## config.mk

```make
export PLATFORM = sky130hd
export DESIGN_NAME = rdf_fields
export DESIGN_NICKNAME = d
export VERILOG_FILES = /design/src/rtl/rdf_pkg.sv /design/src/rtl/rdf_tx_status.sv /design/src/rtl/rdf_fields.sv
export SDC_FILE = /design/constraint.sdc
export NUM_CORES = 1
export LEC_CHECK = 0
export ABC_AREA = 1
export CORE_ASPECT_RATIO = 1.4
export CORE_MARGIN = 1
export CORE_UTILIZATION = 55
export CTS_CLUSTER_SIZE = 40
export DETAILED_ROUTE_END_ITERATION = 8
export DONT_BUFFER_PORTS = 1
export GPL_TIMING_DRIVEN = 0
export PLACE_DENSITY = 0.67
export RECOVER_POWER = 50
export SETUP_SLACK_MARGIN = 0.15
export SLEW_MARGIN = 20
export SYNTH_ARGS = -nofsm -noshare
export SYNTH_HDL_FRONTEND = slang
export SYNTH_SLANG_ARGS = --single-unit
```

## constraint.sdc

```tcl
create_clock -name core_clk -period 2.9 [get_ports core_clk]
set_input_delay 0.145 -clock core_clk [delete_from_list [all_inputs] [get_ports core_clk]]
set_output_delay 0.145 -clock core_clk [all_outputs]
set_load 0.1 [all_outputs]
```

## src/rtl/rdf_pkg.sv

```systemverilog
// Purpose: constants and types for the descriptor field handling block
// Assumes: 16-bit descriptor words, system clock core_clk at 200 MHz
// Notes: descriptor words travel as packed structs
// Contract
// - top four bits of rx word three read back as zero
// - device writes unsigned frame length; host trusts it when no error and end
// - length counts all header, data and crc bytes unless stripping removes pad and crc
// - each tx ring entry is four words read from host memory
// - upper eight bits of tx word one form the status byte
// - host sets holder bit after filling; device clears after sending
// - summary error is or of underflow, late collision, carrier loss, retry failure
// - error flag set in whichever descriptor is current at the error
// - per frame fcs bit forces fcs; when clear the global disable decides
// - per frame fcs bit honoured only with start of packet; never rewritten
// - multiple retry flag set when more than one retry was needed
// - single retry flag set when exactly one retry was needed
// - single retry flag invalid when late collision is set
// - end of packet marks last rx buffer; both start and end mean one buffer
// - skip tx descriptors without start of packet until holder and start set
package rdf_pkg;
   localparam int RDF_WORD_W = 16;
   localparam int RDF_CNT_W = 12;
   localparam int RDF_TX_WORDS = 4;
   localparam int RDF_OWN_BIT = 15;
   localparam int RDF_ERR_BIT = 14;
   localparam int RDF_FCS_BIT = 13;
   localparam int RDF_MORE_BIT = 12;
   localparam int RDF_ONE_BIT = 11;
   localparam int RDF_STP_BIT = 9;
   localparam int RDF_ENP_BIT = 8;
   localparam logic [3:0] RDF_RSV_VAL = 4'h0;
   localparam logic [15:0] RDF_WORD_RST = 16'h0000;
   localparam logic [1:0] RDF_WORD1_IDX = 2'h1;
   localparam int RDF_WORD_STEP = 2;
   localparam int RDF_W1_OFS = 2;
   localparam int RDF_RX3_OFS = 6;

   // tx word one layout
   typedef struct packed {
      logic own;
      logic err;
      logic per_frame_fcs_bit;
      logic more;
      logic one;
      logic def;
      logic start_of_packet_bit;
      logic end_of_packet_bit;
      logic [7:0] hadr;
   } rdf_tx_word_one_t;

   // rx word three layout
   typedef struct packed {
      logic [3:0] rsv;
      logic [11:0] received_length_field;
   } rdf_rx_word_three_t;

   // transmit outcome reported by the mac
   typedef struct packed {
      logic underflow_flag;
      logic late_collision_flag;
      logic carrier_loss_flag;
      logic retry_failure_flag;
      logic [4:0] retries;
   } rdf_tx_result_t;
endpackage : rdf_pkg

```

## src/rtl/rdf_tx_status.sv

```systemverilog
// Purpose: builds the tx status byte from a transmit outcome
// Assumes: inputs stable while used
// Notes: pure combinational helper
`timescale 1ns/10ps
module rdf_tx_status
   import rdf_pkg::*;
(
   // inputs
   input wire rdf_tx_word_one_t word_in,
   input wire rdf_tx_result_t res,
   input wire logic is_err_point,
   // output
   output rdf_tx_word_one_t word_out
);
   ////////////////////////////////////////////////////////////////////////
   // status merge; host fields kept as read
   always_comb
   begin
      word_out = word_in;
      word_out.err = is_err_point & (res.underflow_flag | res.late_collision_flag |
                                     res.carrier_loss_flag | res.retry_failure_flag);
      word_out.more = res.retries > 5'h01;
      // exactly one, masked by late collision
      word_out.one = (res.retries == 5'h01) & ~res.late_collision_flag;
      word_out.own = 1'b0;
   end
endmodule : rdf_tx_status

```

## src/rtl/rdf_fields.sv

```systemverilog
// Purpose: descriptor field handling for tx ring head and rx length word
// Assumes: simple word memory port, one word per request, ack ends it
// Notes: tx fetches four words, returns word one with status
`timescale 1ns/10ps
module rdf_fields
   import rdf_pkg::*;
#(
   parameter int ADDR_W = 24
)
(
   // clock and reset
   input wire logic core_clk,
   input wire logic rst,
   // memory port
   output logic mem_req,
   output logic mem_we,
   output logic [ADDR_W-1:0] mem_addr,
   output logic [15:0] mem_wdata,
   input wire logic [15:0] mem_rdata,
   input wire logic mem_ack,
   // tx control
   input wire logic tx_poll,
   input wire logic [ADDR_W-1:0] tx_desc_addr,
   input wire logic global_tx_fcs_disable,
   input wire logic tx_done,
   input wire logic tx_error,
   input wire rdf_tx_result_t tx_result,
   output logic tx_start,
   output logic tx_fcs_en,
   output logic tx_skip,
   output logic tx_idle,
   // rx control
   input wire logic rx_wr,
   input wire logic [ADDR_W-1:0] rx_desc_addr,
   input wire logic [11:0] rx_frame_bytes,
   input wire logic [11:0] rx_strip_bytes,
   input wire logic rx_auto_strip,
   output logic rx_done
);
   typedef enum logic [2:0] {S_IDLE, S_READ, S_WAIT, S_WRITE, S_RXW} rdf_state_t;

   // sequencer state and word index within the entry
   rdf_state_t state_reg, state_next;
   logic [1:0] idx_reg, idx_next;
   // word one as fetched; status is merged in only on write back
   rdf_tx_word_one_t w1_reg, w1_next, w1_out;
   // next values of the registered outputs
   logic mem_req_next, mem_we_next;
   logic [ADDR_W-1:0] mem_addr_next;
   logic [15:0] mem_wdata_next;
   logic tx_start_next, tx_fcs_next, tx_skip_next, idle_next, rx_done_next;
   // error seen for the descriptor now in use
   logic err_seen_reg, err_seen_next;
   // rx length word as it will be written
   rdf_rx_word_three_t rx_w;

   ////////////////////////////////////////////////////////////////////////
   // status word build
   rdf_tx_status u_stat (
      .word_in(w1_reg),
      .res(tx_result),
      .is_err_point(err_seen_reg | tx_error),
      .word_out(w1_out)
   );

   always_comb
   begin
      rx_w.rsv = RDF_RSV_VAL;
      rx_w.received_length_field = rx_auto_strip ? rx_frame_bytes - rx_strip_bytes : rx_frame_bytes;
   end

   ////////////////////////////////////////////////////////////////////////
   // next state
   always_comb
   begin
      state_next = state_reg;
      idx_next = idx_reg;
      w1_next = w1_reg;
      mem_req_next = 1'b0;
      mem_we_next = 1'b0;
      mem_addr_next = mem_addr;
      mem_wdata_next = mem_wdata;
      tx_start_next = 1'b0;
      tx_skip_next = 1'b0;
      tx_fcs_next = tx_fcs_en;
      idle_next = 1'b0;
      rx_done_next = 1'b0;
      err_seen_next = err_seen_reg;
      case (state_reg)
         S_IDLE:
         begin
            idle_next = 1'b1;
            // rx write wins over a tx fetch raised in the same cycle
            if (rx_wr)
            begin
               // only the length word is written here; flags are the mac's
               mem_req_next = 1'b1;
               mem_we_next = 1'b1;
               mem_addr_next = rx_desc_addr + ADDR_W'(RDF_RX3_OFS);
               mem_wdata_next = rx_w;
               idle_next = 1'b0;
               state_next = S_RXW;
            end
            else if (tx_poll)
            begin
               idx_next = 2'h0;
               mem_req_next = 1'b1;
               mem_addr_next = tx_desc_addr;
               idle_next = 1'b0;
               err_seen_next = 1'b0;
               state_next = S_READ;
            end
         end
         S_READ:
         begin
            // request drops at the ack edge unless another word follows
            mem_req_next = ~mem_ack;
            if (mem_ack)
            begin
               if (idx_reg == RDF_WORD1_IDX)
                  w1_next = mem_rdata;
               if (idx_reg == 2'(RDF_TX_WORDS - 1))
               begin
                  // all four words in, so word one can be judged
                  // skip unless held and start
                  if (w1_reg.own && w1_reg.start_of_packet_bit)
                  begin
                     tx_start_next = 1'b1;
                     tx_fcs_next = w1_reg.per_frame_fcs_bit | ~global_tx_fcs_disable;
                     state_next = S_WAIT;
                  end
                  else
                  begin
                     tx_skip_next = 1'b1;
                     state_next = S_IDLE;
                  end
               end
               else
               begin
                  // step to the next word of the entry
                  idx_next = idx_reg + 2'h1;
                  mem_req_next = 1'b1;
                  mem_addr_next = mem_addr + ADDR_W'(RDF_WORD_STEP);
               end
            end
         end
         S_WAIT:
         begin
            // frame on the wire; the mac ends it with done or error
            // error marks current descriptor
            if (tx_error)
               err_seen_next = 1'b1;
            if (tx_done | tx_error)
            begin
               // single write carries status and holder together
               mem_req_next = 1'b1;
               mem_we_next = 1'b1;
               mem_addr_next = tx_desc_addr + ADDR_W'(RDF_W1_OFS);
               mem_wdata_next = w1_out;
               state_next = S_WRITE;
            end
         end
         S_WRITE, S_RXW:
         begin
            // one write each, held until its ack and dropped after it
            mem_req_next = ~mem_ack;
            mem_we_next = ~mem_ack;
            if (mem_ack)
            begin
               rx_done_next = state_reg == S_RXW;
               state_next = S_IDLE;
            end
         end
         // unused codes fall back to idle
         default:
            state_next = S_IDLE;
      endcase
   end

   ////////////////////////////////////////////////////////////////////////
   // registers
   // reset leaves the block quiet; tx_idle rises one edge after release
   always_ff @(posedge core_clk or posedge rst)
   begin
      if (rst)
      begin
         state_reg <= S_IDLE;
         idx_reg <= 2'h0;
         w1_reg <= RDF_WORD_RST;
         mem_req <= 1'b0;
         mem_we <= 1'b0;
         mem_addr <= '0;
         mem_wdata <= RDF_WORD_RST;
         tx_start <= 1'b0;
         tx_fcs_en <= 1'b0;
         tx_skip <= 1'b0;
         tx_idle <= 1'b0;
         rx_done <= 1'b0;
         err_seen_reg <= 1'b0;
      end
      else
      begin
         state_reg <= state_next;
         idx_reg <= idx_next;
         w1_reg <= w1_next;
         mem_req <= mem_req_next;
         mem_we <= mem_we_next;
         mem_addr <= mem_addr_next;
         mem_wdata <= mem_wdata_next;
         tx_start <= tx_start_next;
         tx_fcs_en <= tx_fcs_next;
         tx_skip <= tx_skip_next;
         tx_idle <= idle_next;
         rx_done <= rx_done_next;
         err_seen_reg <= err_seen_next;
      end
   end
endmodule : rdf_fields

```

==> flow_summary.yaml <==
grt:
  grt_max_degree: 36
  grt_pass1_wl_um: 29100
  grt-ovfl-total: 0
  grt_pass1_vias: 6070
  antenna_found_initial: 0
  grtUsageTotal_pct: 35.8
clock_network:
  path_clk_slew_ps: 70
  cts_tree: "built"
  root_buffer: "clkbuf_16"
  cts_setup_buffers: 0
  htreeDepth: 3
  cts_buffers: 9
  cts.sinks: 65
  clk_latency_ps: 340
  clockBufferDepth: 2
routing:
  wl_per_cell_um: 17.9
  route.met3.wl_um: 1580
  vias: 6085
  highest_layer: "met4"
  wirelength_um: 18900
  firstDrtPassIters: 8
  drt-met1-wl_um: 6670
  post-route-drc-count: 0
  drtAntennaViolNets: 0
  drt_iter0_drc: 457
  dr_wl_met2_um: 9760
  vias_per_cell: 5.77
synthesis:
  synthAdderAreaFrac_pct: 3.65
  synth_nets: 1005
  synth_xor_area_share_pct: 2.31
  synth_top_family_by_area: "simple AND/OR/NAND/NOR gates"
  ys_types: 46
  syn-cell-area_sq_um: 5690
  synth_edf_count: 0
  synth-compound-area-share_pct: 14.9
  synth.avg_cell_area_sq_um: 6.44
  synth_ff_type: "dfrtp_1"
  synth_warnings: 0
  synthMuxAreaShare_pct: 2.37
  synth-simple-area-share_pct: 37.4
  synth_cells: 883
  ys_seq_area_share_pct: 28.6
  ys_seq_elements: 65
  synth-async-reset-ratio_pct: 100
placed_design:
  dp_slack_ps: 218
  placed_area_sq_um: 5880
  gp_congestion: 0.964
  hpwl_um: 14800
  port_buffers: 0
  dp_cells: 1019
sta:
  fin_hold_ws_ps: 11.8
  skew_ps: 6.49
  final_max_slew_viol_count: 0
  slew_headroom_pct: 0.816
  setup_tns_ps: 0
  rsz0062_at_grt: "no"
  setup_ws_ps: 201
  min_period_ps: 2700
  finalHoldViolations: 0
  fmax_ghz: 0.370
  min_period_over_period_pct: 93.1
  worstMarginPinSlew_ps: 1480
  finalSetupViolCount: 0
worst_setup_path:
  critPathLaunchType: "flip-flop"
  end_kind: "flip-flop"
  rrSetupSlack_ps: 200
  worstPathCellList: "nand2_2 > o21ai_2 > ha_1 > nand3_1 > nor2_4 > nand2_2 > nor2_4 > xor2_1 > nand2_1 > a21oi_1"
  crit_path_max_fanout: 4
  crit_type: "flip-flop to flip-flop"
  slowest_stage: "dfrtp_1"
  cp_data_required_time_ps: 3160
  arrival_ps: 2960
  slowest_delay_ps: 970
power_and_ir_drop:
  ir_worst_vdd_mv: 0.837
  power_leakage_nw: 3.17
  finalPower_mw: 8.89
  powerDensity_nw_per_um2: 1390
worst_hold_path:
  hold_path_class: "input pin to flip-flop"
run:
  maxCapViolations: 1
layout:
  drive_above_1_share_pct: 10.4
  areaGrowthSynthToFinish_pct: 12.1
  largest_reg_flops: 24
  nFillCells: 984
  design_area_sq_um: 6380
  n_antenna_cell: 0
  fin_util_pct: 63.7
  fin_cells: 1055
  final_nets: 1037
run_status:
  violations: "max-capacitance violations"
  status: "finished, violations left"
floorplanning:
  pin_count: 153
  core_area_sq_um: 10000
  start_util_pct: 56.9
  die_w_um: 88.0
  dieArea_sq_um: 10800
  fp-row-count: 43
  die_height_um: 122
-- area by class of cell --
type	count	area, sq um	share of cell area, %
Buffer	29	170	2.67
Clock buffer	9	225	3.53
Clock inverter	7	81.3	1.28
Inverter	117	440	6.91
Multi-Input combinational cell	672	3460	54.2
Sequential cell	65	1630	25.5
Tap cell	135	169	2.65
Timing Repair Buffer	21	205	3.22
-- cell families after synthesis --
logic type / Yosys count
and+or+nand+nor: 476
DFF: 65
muxes: 12
xor gates and xnor gates: 15
other: 1
AOI/OAI and AO/OA: 152
adders and majority gates: 16
buffers and inverters: 146
-- critical path, delay by kind of cell (launching register included) --
kind	cells	cell delay (ps)
AO/OA/AOI/OAI	2	270
XOR/XNOR	1	190
adder cells (fa/ha/maj)	1	280
flip-flops	1	970
AND/OR/NAND/NOR	6	880
-- worst paths after layout --
check,from,endpoint,depth (start not counted)
min in group asynchronous,rst,w1_reg[15],2
hold reg to reg,err_seen_reg,err_seen_reg,2
setup / recovery,mem_addr[1],mem_addr[13],10
setup reg to reg,mem_addr[1],mem_addr[13],10
max in group asynchronous,rst,mem_addr[22],3
hold / removal,tx_error,mem_wdata[14],2
-- routing by layer --
layer,up-vias,GRT usage (%)
li1,2940,-
met1,2791,37.7
met2,299,64.6
met3,55,8.54
met4,0,19.3
met5,-,0
-- layout by cell type (no fill, tap or decap), types with 10 or more instances in the layout --
cell and count:
nand2_1 215, a31oi_1 11, nor2_1 107, clkbuf_1 12, o21ai_0 44, dfrtp_1 65, mux2_2 12, nand4_1 11
ha_1 15, nand3_1 80, nor2_2 10, a21oi_1 65, buf_2 10, dlygate4sd3_1 20, nand2_2 18, inv_1 108
nor3_1 11
-- report_power, final --
part           total [mW]  switching (mW)  internal [mW]
clock network        1.16           0.476          0.682
registers            3.80            2.50           1.30
logic                3.93            2.61           1.33
total                8.89            5.58           3.31
-- repair_timing --
action                     CTS  global route
setup endpoints to repair    0             4
hold buffers                20             0
hold endpoints to repair    53             0
gates resized for setup      0             3
-- cell usage after synthesis, types with 2 or more instances --
master	number	area share, %
nor2_2	11	1.2
nor2_4	5	0.99
o21bai_1	3	0.40
xor2_1	9	1.4
o211ai_1	7	0.92
nor2_1	107	7.1
a22oi_1	5	0.66
o21ai_1	5	0.44
o31ai_1	3	0.40
nand2_1	215	14
mux2_2	12	2.4
or2_2	2	0.22
nand2_4	2	0.40
o21ai_2	3	0.46
nand2_2	18	2.0
inv_1	109	7.2
nor3_1	11	0.97
clkinv_1	2	0.13
dfrtp_1	65	29
clkbuf_1	12	0.79
a31oi_1	11	1.2
buf_6	4	0.79
o21ai_0	44	3.9
buf_2	10	0.88
xnor2_1	6	0.92
nand4_1	11	1.2
nand3b_1	8	1.1
inv_2	6	0.40
nor4_1	2	0.22
ha_1	15	3.3
buf_4	2	0.26
a21oi_1	65	5.7
nand3_1	80	7.0
Note: power is estimated with default switching activity, not from simulation.
